<file path="config.mk">
export PLATFORM = sky130hd
export DESIGN_NAME = sst_timer
export DESIGN_NICKNAME = d
export VERILOG_FILES = /design/src/inc/sst_pkg.sv /design/src/design/sst_input_sync.sv /design/src/design/sst_slot_bank.sv /design/src/design/sst_timer.sv
export SDC_FILE = /design/constraint.sdc
export NUM_CORES = 1
export LEC_CHECK = 0
export ABC_AREA = 1
export BUFFER_PORTS_ARGS = -buffer_cell sky130_fd_sc_hd__buf_2
export CORE_MARGIN = 4
export CORE_UTILIZATION = 40
export CTS_CLUSTER_DIAMETER = 100
export DETAILED_ROUTE_END_ITERATION = 10
export SLEW_MARGIN = 40
export SYNTH_ARGS = -nofsm -noshare
export SYNTH_HDL_FRONTEND = slang
export SYNTH_SLANG_ARGS = --single-unit
</file>
<file path="constraint.sdc">
create_clock -name i_clk_sys -period 3.9 [get_ports i_clk_sys]
set_clock_uncertainty 0.05 [all_clocks]
set_input_delay 0.585 -clock i_clk_sys [delete_from_list [all_inputs] [get_ports i_clk_sys]]
set_output_delay 0.585 -clock i_clk_sys [all_outputs]
set_load 0.02 [all_outputs]
</file>
<file path="src/inc/sst_pkg.sv">
// How it works
// - software picks one 32-bit counter or two 16-bit halves
// - each counter advances on system clock or a selected input edge
// - count up only, or up then down
// - a state variable survives counter cycles
// - events combine match, input/output condition, state and direction
// - only events change outputs, interrupt and state
// - match slot 0 may act as automatic counter limit
// - events may be qualified by count direction
// - a match may be held pending until a qualifying condition
// - selected events limit, halt, start or stop a counter
// - all interrupt sources merge into one interrupt line
// - counting logic runs from the system clock
// - split halves keep own count, state, controls and slot values
// - clock choice, inputs, events, outputs and interrupt stay shared
// - events may use matches of either half
// - with join set, each slot half pair acts as one word
// - with join clear, halves are written together or separately
// - slot function bit picks match/reload or capture
// - a capture event stores the count for software to read
package sst_pkg;
  localparam int NUM_IN = 4;
  localparam int NUM_OUT = 4;
  localparam int NUM_SLOT = 5;
  localparam int NUM_EV = 6;
  localparam int CNT_W = 32;
  localparam int LIMIT_SLOT = 0;
  localparam logic [1:0] IO_LOW = 2'h0;
  localparam logic [1:0] IO_RISE = 2'h1;
  localparam logic [1:0] IO_FALL = 2'h2;
  localparam logic [1:0] DIR_UP = 2'h1;
  localparam logic [1:0] DIR_DOWN = 2'h2;
  localparam logic [1:0] HALT_RST = 2'h3;
  localparam logic [1:0] STOP_RST = 2'h0;
  localparam logic [1:0] STATE_RST = 2'h0;
  localparam logic [3:0] OUT_RST = 4'h0;
  localparam logic [31:0] COUNT_RST = 32'h0;

  typedef enum logic [1:0] {
    COMB_OR = 2'h0,
    COMB_MATCH = 2'h1,
    COMB_IO = 2'h2,
    COMB_AND = 2'h3
  } comb_t;

  typedef struct packed {
    logic [2:0] match_sel;
    logic upper;
    logic hold;
    logic [2:0] io_sel;
    logic [1:0] io_cond;
    comb_t comb;
    logic [1:0] state_mask;
    logic [1:0] dir_cond;
    logic [3:0] set_out;
    logic [3:0] clr_out;
    logic irq_en;
    logic state_ld;
    logic state_val;
  } event_cfg_t;

  typedef struct packed {
    logic [5:0] limit;
    logic [5:0] halt;
    logic [5:0] stop;
    logic [5:0] start;
  } half_ctl_t;

  typedef struct packed {
    logic [1:0] halt;
    logic [1:0] stop;
    logic [1:0] clear;
  } run_ctl_t;
endpackage

</file>
<file path="src/design/sst_input_sync.sv">
`timescale 1ns/1ps
`default_nettype none
module sst_input_sync #(
  parameter int N = 4
) (
  input wire logic i_clk_sys,
  input wire logic i_reset,
  input wire logic [N-1:0] i_pin,
  output logic [N-1:0] o_level,
  output logic [N-1:0] o_rise,
  output logic [N-1:0] o_fall
);
  typedef struct packed {
    logic [N-1:0] ff1;
    logic [N-1:0] ff2;
    logic [N-1:0] ff3;
    logic [N-1:0] lvl;
    logic [N-1:0] rise;
    logic [N-1:0] fall;
  } sync_t;
  sync_t s_q, s_d;

  if (N < 1) begin : g_chk
    $error("sst_input_sync needs N >= 1");
  end

  // ***********************************
  // three stages, change once 2 and 3 agree
  // ***********************************
  always_comb begin
    s_d = s_q;
    s_d.ff1 = i_pin;
    s_d.ff2 = s_q.ff1;
    s_d.ff3 = s_q.ff2;
    s_d.lvl = (s_q.lvl & (s_q.ff2 ^ s_q.ff3)) | (s_q.ff3 & (s_q.ff2 ~^ s_q.ff3));
    s_d.rise = s_d.lvl & ~s_q.lvl;
    s_d.fall = ~s_d.lvl & s_q.lvl;
  end

  always_ff @(posedge i_clk_sys) begin
    if (i_reset) begin
      s_q <= '0;
    end else begin
      s_q <= s_d;
    end
  end

  assign o_level = s_q.lvl;
  assign o_rise = s_q.rise;
  assign o_fall = s_q.fall;
endmodule
`default_nettype wire

</file>
<file path="src/design/sst_slot_bank.sv">
`timescale 1ns/1ps
`default_nettype none
module sst_slot_bank #(
  parameter int SLOTS = 5,
  parameter int W = 32
) (
  input wire logic i_clk_sys,
  input wire logic i_reset,
  input wire logic i_counter_join,
  input wire logic [SLOTS-1:0] i_slot_function,
  input wire logic i_reload_wr,
  input wire logic [2:0] i_reload_idx,
  input wire logic [1:0] i_reload_half,
  input wire logic [W-1:0] i_reload_data,
  input wire logic [1:0] i_halted,
  input wire logic [1:0] i_reload_now,
  input wire logic [SLOTS-1:0] i_cap_en,
  input wire logic [W-1:0] i_count,
  input wire logic [2:0] i_rd_idx,
  output logic [SLOTS-1:0][W-1:0] o_match,
  output logic [W-1:0] o_rd_data
);
  localparam int H = W / 2;
  typedef struct packed {
    logic [SLOTS-1:0][W-1:0] val;
    logic [SLOTS-1:0][W-1:0] rld;
    logic [W-1:0] rd;
  } bank_t;
  bank_t b_q, b_d;
  logic [1:0] hm;

  if ((W % 2) != 0 || SLOTS > 8 || SLOTS < 1) begin : g_chk
    $error("sst_slot_bank needs even W and 1..8 slots");
  end

  // ***********************************
  // match/reload or capture storage
  // ***********************************
  always_comb begin
    b_d = b_q;
    hm = i_counter_join ? 2'h3 : i_reload_half;
    for (int i = 0; i < SLOTS; i++) begin
      if (i_reload_wr && i_reload_idx == 3'(i)) begin
        if (hm[0]) begin
          b_d.rld[i][H-1:0] = i_reload_data[H-1:0];
        end
        if (hm[1]) begin
          b_d.rld[i][W-1:H] = i_reload_data[W-1:H];
        end
      end
      if (i_slot_function[i]) begin
        if (i_reload_now[0] || i_halted[0]) begin
          b_d.val[i][H-1:0] = b_d.rld[i][H-1:0];
        end
        if (i_reload_now[1] || i_halted[1]) begin
          b_d.val[i][W-1:H] = b_d.rld[i][W-1:H];
        end
      end else if (i_cap_en[i]) begin
        b_d.val[i] = i_count;
      end
    end
    b_d.rd = '0;
    for (int i = 0; i < SLOTS; i++) begin
      if (i_rd_idx == 3'(i)) begin
        b_d.rd = b_q.val[i];
      end
    end
  end

  always_ff @(posedge i_clk_sys) begin
    if (i_reset) begin
      b_q <= '0;
    end else begin
      b_q <= b_d;
    end
  end

  assign o_match = b_q.val;
  assign o_rd_data = b_q.rd;
endmodule
`default_nettype wire

</file>
<file path="src/design/sst_timer.sv">
`timescale 1ns/1ps
`default_nettype none
module sst_timer #(
  parameter int NUM_EV = sst_pkg::NUM_EV,
  parameter int NUM_SLOT = sst_pkg::NUM_SLOT
) (
  input wire logic i_clk_sys,
  input wire logic i_reset,
  input wire logic i_counter_join,
  input wire logic i_clk_from_input,
  input wire logic [1:0] i_clk_input_idx,
  input wire logic [1:0] i_bidir,
  input wire logic [1:0] i_auto_limit,
  input wire logic [4:0] i_slot_function,
  input wire sst_pkg::event_cfg_t [5:0] i_event_cfg,
  input wire sst_pkg::half_ctl_t [1:0] i_half_ctl,
  input wire logic [4:0][5:0] i_capture_ev,
  input wire logic i_run_wr,
  input wire sst_pkg::run_ctl_t i_run_data,
  input wire logic i_reload_wr,
  input wire logic [2:0] i_reload_idx,
  input wire logic [1:0] i_reload_half,
  input wire logic [31:0] i_reload_data,
  input wire logic [2:0] i_cap_rd_idx,
  input wire logic [3:0] i_timer_input,
  output logic [3:0] o_timer_output,
  output logic o_irq,
  output logic [31:0] o_count,
  output logic [1:0] o_state,
  output logic [1:0] o_dir,
  output logic [1:0] o_halted,
  output logic [1:0] o_stopped,
  output logic [5:0] o_event_fired,
  output logic [31:0] o_cap_rd_data
);
  typedef struct packed {
    logic [31:0] cnt;
    logic [1:0] dir;
    logic [1:0] st;
    logic [1:0] halt;
    logic [1:0] stop;
    logic [3:0] outs;
    logic irq;
    logic [5:0] pend;
    logic [5:0] fired;
  } core_t;
  core_t c_q, c_d;

  logic [3:0] in_lvl, in_rise, in_fall;
  logic [4:0][31:0] mval;
  logic [4:0] m_lo, m_hi, cap_en;
  logic [5:0] fire;
  logic [1:0] lim, live, run, rl_now;
  logic tick, any_fire, irq_any;

  if (NUM_EV != sst_pkg::NUM_EV || NUM_SLOT != sst_pkg::NUM_SLOT) begin : g_chk
    $error("sst_timer supports exactly six events and five slots");
  end

  // ***********************************
  // helpers
  // ***********************************
  function automatic logic pick5(input logic [4:0] m, input logic [2:0] sel);
    logic r;
    r = 1'b0;
    for (int i = 0; i < 5; i++) begin
      if (sel == 3'(i)) begin
        r = m[i];
      end
    end
    return r;
  endfunction

  function automatic logic io_hit(input logic [2:0] sel, input logic [1:0] cond,
                                  input logic [3:0] lvl, input logic [3:0] rs,
                                  input logic [3:0] fl, input logic [3:0] outs);
    logic r;
    r = 1'b0;
    if (sel[2]) begin
      r = cond[0] ? outs[sel[1:0]] : ~outs[sel[1:0]];
    end else begin
      unique case (cond)
        sst_pkg::IO_LOW: r = ~lvl[sel[1:0]];
        sst_pkg::IO_RISE: r = rs[sel[1:0]];
        sst_pkg::IO_FALL: r = fl[sel[1:0]];
        default: r = lvl[sel[1:0]];
      endcase
    end
    return r;
  endfunction

  // returns {dir, count}; narrow halves wrap by truncation
  function automatic logic [32:0] step(input logic [31:0] c, input logic dn,
                                       input logic lm, input logic bd);
    logic [32:0] r;
    r = {dn, c};
    if (!dn) begin
      if (lm) begin
        r = bd ? {1'b1, c - 32'h1} : {1'b0, 32'h0};
      end else begin
        r = {1'b0, c + 32'h1};
      end
    end else if (c == 32'h0) begin
      r = {1'b0, c + 32'h1};
    end else begin
      r = {1'b1, c - 32'h1};
    end
    return r;
  endfunction

  // ***********************************
  // submodules
  // ***********************************
  sst_input_sync #(
    .N(sst_pkg::NUM_IN)
  ) u_sync (
    .i_clk_sys(i_clk_sys),
    .i_reset(i_reset),
    .i_pin(i_timer_input),
    .o_level(in_lvl),
    .o_rise(in_rise),
    .o_fall(in_fall)
  );

  sst_slot_bank #(
    .SLOTS(sst_pkg::NUM_SLOT),
    .W(sst_pkg::CNT_W)
  ) u_bank (
    .i_clk_sys(i_clk_sys),
    .i_reset(i_reset),
    .i_counter_join(i_counter_join),
    .i_slot_function(i_slot_function),
    .i_reload_wr(i_reload_wr),
    .i_reload_idx(i_reload_idx),
    .i_reload_half(i_reload_half),
    .i_reload_data(i_reload_data),
    .i_halted(c_q.halt),
    .i_reload_now(rl_now),
    .i_cap_en(cap_en),
    .i_count(c_q.cnt),
    .i_rd_idx(i_cap_rd_idx),
    .o_match(mval),
    .o_rd_data(o_cap_rd_data)
  );

  // ***********************************
  // match, events and counting
  // ***********************************
  always_comb begin
    logic [32:0] s32, s_lo, s_hi;
    logic [3:0] set_all, clr_all;
    logic [5:0] irq_v;
    logic [1:0] lim_ev, halt_ev, stop_ev, start_ev;
    logic hs, mt, mterm, io, q, cmb;
    sst_pkg::event_cfg_t c;
    c_d = c_q;
    hs = 1'b0;
    mt = 1'b0;
    mterm = 1'b0;
    io = 1'b0;
    q = 1'b0;
    cmb = 1'b0;
    c = '0;
    s32 = '0;
    s_lo = '0;
    s_hi = '0;
    set_all = '0;
    clr_all = '0;
    irq_v = '0;
    lim_ev = '0;
    halt_ev = '0;
    stop_ev = '0;
    start_ev = '0;
    fire = '0;
    cap_en = '0;
    rl_now = '0;
    tick = i_clk_from_input ? in_rise[i_clk_input_idx] : 1'b1;
    live = {i_counter_join ? ~c_q.halt[0] : ~c_q.halt[1], ~c_q.halt[0]} & {2{tick}};
    run = live & ~(i_counter_join ? {2{c_q.stop[0]}} : c_q.stop);
    for (int i = 0; i < 5; i++) begin
      m_lo[i] = i_slot_function[i] & (i_counter_join ? mval[i] == c_q.cnt
                                      : mval[i][15:0] == c_q.cnt[15:0]);
      m_hi[i] = i_slot_function[i] & (mval[i][31:16] == c_q.cnt[31:16]);
    end
    for (int e = 0; e < 6; e++) begin
      c = i_event_cfg[e];
      hs = c.upper & ~i_counter_join;
      mt = pick5(hs ? m_hi : m_lo, c.match_sel);
      mterm = mt | (c.hold & c_q.pend[e]);
      io = io_hit(c.io_sel, c.io_cond, in_lvl, in_rise, in_fall, c_q.outs);
      q = c.state_mask[c_q.st[hs]] & live[hs];
      if (i_bidir[hs] && c.dir_cond == sst_pkg::DIR_UP) begin
        q = q & ~c_q.dir[hs];
      end
      if (i_bidir[hs] && c.dir_cond == sst_pkg::DIR_DOWN) begin
        q = q & c_q.dir[hs];
      end
      unique case (c.comb)
        sst_pkg::COMB_OR: cmb = mterm | io;
        sst_pkg::COMB_MATCH: cmb = mterm;
        sst_pkg::COMB_IO: cmb = io;
        default: cmb = mterm & io;
      endcase
      fire[e] = q & cmb;
      c_d.pend[e] = c.hold & (c_q.pend[e] | (mt & live[hs])) & ~fire[e];
      if (fire[e]) begin
        set_all = set_all | c.set_out;
        clr_all = clr_all | c.clr_out;
        irq_v[e] = c.irq_en;
        if (c.state_ld) begin
          c_d.st[hs] = c.state_val;
          if (i_counter_join) begin
            c_d.st = {2{c.state_val}};
          end
        end
      end
    end
    for (int i = 0; i < 5; i++) begin
      cap_en[i] = ~i_slot_function[i] & |(fire & i_capture_ev[i]);
    end
    for (int h = 0; h < 2; h++) begin
      lim_ev[h] = |(fire & i_half_ctl[h].limit);
      halt_ev[h] = |(fire & i_half_ctl[h].halt);
      stop_ev[h] = |(fire & i_half_ctl[h].stop);
      start_ev[h] = |(fire & i_half_ctl[h].start);
    end
    lim[0] = lim_ev[0] | (i_auto_limit[0] & m_lo[sst_pkg::LIMIT_SLOT]);
    lim[1] = lim_ev[1] | (i_auto_limit[1] & m_hi[sst_pkg::LIMIT_SLOT]);
    if (i_counter_join) begin
      s32 = step(c_q.cnt, c_q.dir[0], lim[0], i_bidir[0]);
      if (run[0]) begin
        c_d.cnt = s32[31:0];
        c_d.dir = {2{s32[32]}};
        rl_now = {2{lim[0]}};
      end
      c_d.halt = {2{c_q.halt[0] | halt_ev[0]}};
      c_d.stop = {2{(c_q.stop[0] & ~start_ev[0]) | stop_ev[0]}};
    end else begin
      s_lo = step({16'h0, c_q.cnt[15:0]}, c_q.dir[0], lim[0], i_bidir[0]);
      s_hi = step({16'h0, c_q.cnt[31:16]}, c_q.dir[1], lim[1], i_bidir[1]);
      if (run[0]) begin
        c_d.cnt[15:0] = s_lo[15:0];
        c_d.dir[0] = s_lo[32];
        rl_now[0] = lim[0];
      end
      if (run[1]) begin
        c_d.cnt[31:16] = s_hi[15:0];
        c_d.dir[1] = s_hi[32];
        rl_now[1] = lim[1];
      end
      c_d.halt = c_q.halt | halt_ev;
      c_d.stop = (c_q.stop & ~start_ev) | stop_ev;
    end
    if (i_run_wr) begin
      c_d.halt = i_counter_join ? {2{i_run_data.halt[0]}} : i_run_data.halt;
      c_d.stop = i_counter_join ? {2{i_run_data.stop[0]}} : i_run_data.stop;
      if (i_run_data.clear[0]) begin
        c_d.cnt[15:0] = 16'h0;
        c_d.dir[0] = 1'b0;
      end
      if (i_counter_join ? i_run_data.clear[0] : i_run_data.clear[1]) begin
        c_d.cnt[31:16] = 16'h0;
        c_d.dir[1] = 1'b0;
      end
    end
    c_d.outs = (c_q.outs & ~clr_all) | set_all;
    c_d.irq = |irq_v;
    c_d.fired = fire;
  end

  assign any_fire = |fire;
  assign irq_any = |(fire & {i_event_cfg[5].irq_en, i_event_cfg[4].irq_en, i_event_cfg[3].irq_en,
                             i_event_cfg[2].irq_en, i_event_cfg[1].irq_en, i_event_cfg[0].irq_en});

  always_ff @(posedge i_clk_sys) begin
    if (i_reset) begin
      c_q <= '0;
      c_q.cnt <= sst_pkg::COUNT_RST;
      c_q.st <= sst_pkg::STATE_RST;
      c_q.halt <= sst_pkg::HALT_RST;
      c_q.stop <= sst_pkg::STOP_RST;
      c_q.outs <= sst_pkg::OUT_RST;
    end else begin
      c_q <= c_d;
    end
  end

  // ***********************************
  // outputs
  // ***********************************
  assign o_timer_output = c_q.outs;
  assign o_irq = c_q.irq;
  assign o_count = c_q.cnt;
  assign o_state = c_q.st;
  assign o_dir = c_q.dir;
  assign o_halted = c_q.halt;
  assign o_stopped = c_q.stop;
  assign o_event_fired = c_q.fired;
endmodule
`default_nettype wire

</file>
==> summary.txt <==
number of buffers added on ports: 389
Critical Path Most Common Cell: nand2_1
htree depth: 2
post-synth design cell area: 29500 um2
first-pass GRT wire length: 199000 um
Avg Inst Size Synth: 6.08 um2
CTS clk-pin slew, worst paths: 60 ps
maximum VDD drop: 0.314 mV
total grt overflow: 0
FF+latch count, synth: 433
Nets: 5483
Max FO, Critical Path: 18
register area share after synthesis: 0.294
routed via count: 34213
clk root buf: clkbuf_16
ys flop type: dfxtp_1
most frequent cell after synthesis: nand2_1
TritonCTS Buffers: 51
Max Root-Sink Buffers: 3
clock sink total: 433
wirelength, routed: 136000 um
Via density: 5.54
initial antenna violation count: 15
Required @ worst endpoint: 4360 ps
Final Critical Period: 3740 ps
WL per Instance: 22.1 um
Max Freq: 268 MHz
MaxCap Viol Count: 0
CP Launch Type: flip-flop
hold-fix buffers at CTS: 0
HPWL after DPL: 102000 um
FILL cells: 7840
Mapped Nets: 5163
CP Class: flip-flop to flip-flop
Worst Setup End Kind: flip-flop
# IOs: 390
Util after Layout: 0.477
area leader, netlist: dfxtp_1
pwr dens: 376 nW/um2
post-route ant nets: 0
DRC errors left: 0
Slew HR: 0.443
number of global-route vias before repair: 30966
area share of the largest cell type after synthesis: 0.294
GRT Util Overall: 0.330
most common library cells after synthesis: nand2_1, nor2_1, inv_1, dfxtp_1, o21ai_0
met2 Use GR: 0.516
largest net degree at the start of global routing: 150
Post-Syn Instances: 4847
Final Instance Area: 34800 um2
Starting Density: 0.404
clk_lat worst skew: 620 ps
GP Congestion: 0.997
Post-synth EDFFs: 0
Yosys cell types: 63
core area: 73000 um2
initial DRC count: 4135
met1 GRT Util: 0.449
Final Setup Violations: 0
worst-margin pin slew: 835 ps
FFs w/ async S/R, synth: 0
type of the most critical hold path: input port to flip-flop
pre-CTS setup slack: 8.29 ps
Tot Pwr: 13.1 mW
Slew Viols, Final: 0
P_leak: 16.2 nW
drt first pass iters: 6
final period utilization: 0.958
Std-Cell Rows: 99
Worst Hold Depth: 3
unrepaired setup endpoints after global routing: yes
slowest stage cell, crit path: dfxtp_1
Warnings, synthesis: 0
endpoints failing hold: 0
CP arrival: 4190 ps
Die Span Y: 279 um
layout cells sized above 1: 0.168
Die Width: 279 um
Synth-to-Final Area Change: 18.2%
busiest grt layer: met2
Worst Reg-to-Reg Cells: 25
status: finished, final reports clean
dpl cell area: 32900 um2
CP peak stage delay: 310 ps
Die ar.: 78100 um2
grt met3 use: 0.0625
largest cells by area after synthesis: dfxtp_1, nand2_1, nor2_1
Final WS setup: 165 ps
CTS tree: done
==> what timing repair did <==
| item | CTS | global route |
|---|---|---|
| gates resized for setup | 0 | 54 |
| setup buffers | 0 | 3 |
| endpoints found under the setup margin | 0 | 202 |
==> path summary, 6_finish.rpt <==
kind / start / end / slack (ps)
max: o_count[13]$_SDFF_PP0_ / u_bank.o_match[35]$_SDFFE_PP0P_ / 160
max reg2reg: o_count[13]$_SDFF_PP0_ / u_bank.o_match[35]$_SDFFE_PP0P_ / 160
min: i_timer_input[1] / u_sync.s_d[17]$_SDFF_PP0_ / 130
min reg2reg: u_sync.s_d[16]$_SDFF_PP0_ / u_sync.s_d[12]$_SDFF_PP0_ / 350
==> logic make-up after synthesis <==
family	count (synthesis)	share of synthesized area
buffers and inverters	990	0.145
flip-flops	433	0.294
adder cells (fa/ha/maj)	9	0.00382
multiplexers	11	0.00408
AO/OA/AOI/OAI	1032	0.197
XOR/XNOR	134	0.0398
AND/OR/NAND/NOR	2238	0.316
==> sequential cells by signal, summed over array words and instances (netlist names) <==
register          count
u_bank.b_q          160
u_bank.o_match      160
o_count              32
u_bank.o_rd_data     32
u_sync.s_d            8
c_q                   6
o_event_fired         6
o_timer_output        4
u_sync.o_fall         4
u_sync.o_level        4
u_sync.o_rise         4
u_sync.s_q            4
o_dir                 2
o_halted              2
o_state               2
o_stopped             2
o_irq                 1
==> worst max-delay path, delay by kind of cell (launching register included) <==
| kind | cells | cell delay (ps) |
|---|---|---|
| and+or+nand+nor | 14 | 1460 |
| DFF | 1 | 310 |
| buffers and inverters | 7 | 1240 |
| AOI/OAI and AO/OA | 4 | 530 |
==> per-layer routing <==
layer | share of wire | up-vias | routed length, um
met5 | 0.000095 | - | 13
met4 | 0.047 | 2 | 6470
met3 | 0.10 | 315 | 13700
met2 | 0.43 | 1847 | 59000
met1 | 0.42 | 15769 | 57300
li1 | - | 16280 | -
==> cell usage in the layout (no fill, tap or decap), types with 11 or more instances in the layout <==
cell type	instances
nand2_1	1073
nor2_1	633
inv_1	559
dfxtp_1	415
buf_2	388
o21ai_0	360
nand3_1	345
a21oi_1	327
buf_4	228
o22ai_1	146
xor2_1	127
a22oi_1	65
clkbuf_16	52
nand4_1	49
inv_2	41
nor3_1	41
a31oi_1	33
buf_12	26
nor2_2	21
nand2_2	19
o211ai_1	19
dfxtp_2	15
nand3b_1	14
nor4_1	13
o21a_1	13
diode_2	12
o21ai_1	11
clkinv_2	11
==> final cells by class <==
cell class                 count  area, um2  area share
timing repair buffer         648       4260       0.122
antenna                       12       30.0    0.000862
multi-input combinational   3424      16700       0.478
sequential                   433       8700       0.250
inverter                     609       2300      0.0659
clock inverter                26        300     0.00862
clock buffer                  65       1390      0.0399
tap                          959       1200      0.0344
==> per-stage QoR <==
step | TNS [ps] | hold WS (ps) | std cells
3_5_place_dp | 0 | 344 | 6069
4_1_cts | 0 | 110 | 6160
2_1_floorplan | 0 | 338 | 4847
6_report | 0 | 129 | 6176
3_3_place_gp | -17.5 | 341 | 6069
5_1_grt | -6.30 | 140 | 6168
==> where the power goes <==
group | internal, mW | total (mW) | switching (mW) | leakage (nW)
registers | 4.64 | 4.84 | 0.204 | 3.54
logic | 1.11 | 3.24 | 2.14 | 11.8
clock network | 2.86 | 5.00 | 2.14 | 0.831
Note: power is estimated with default switching activity, not from simulation.
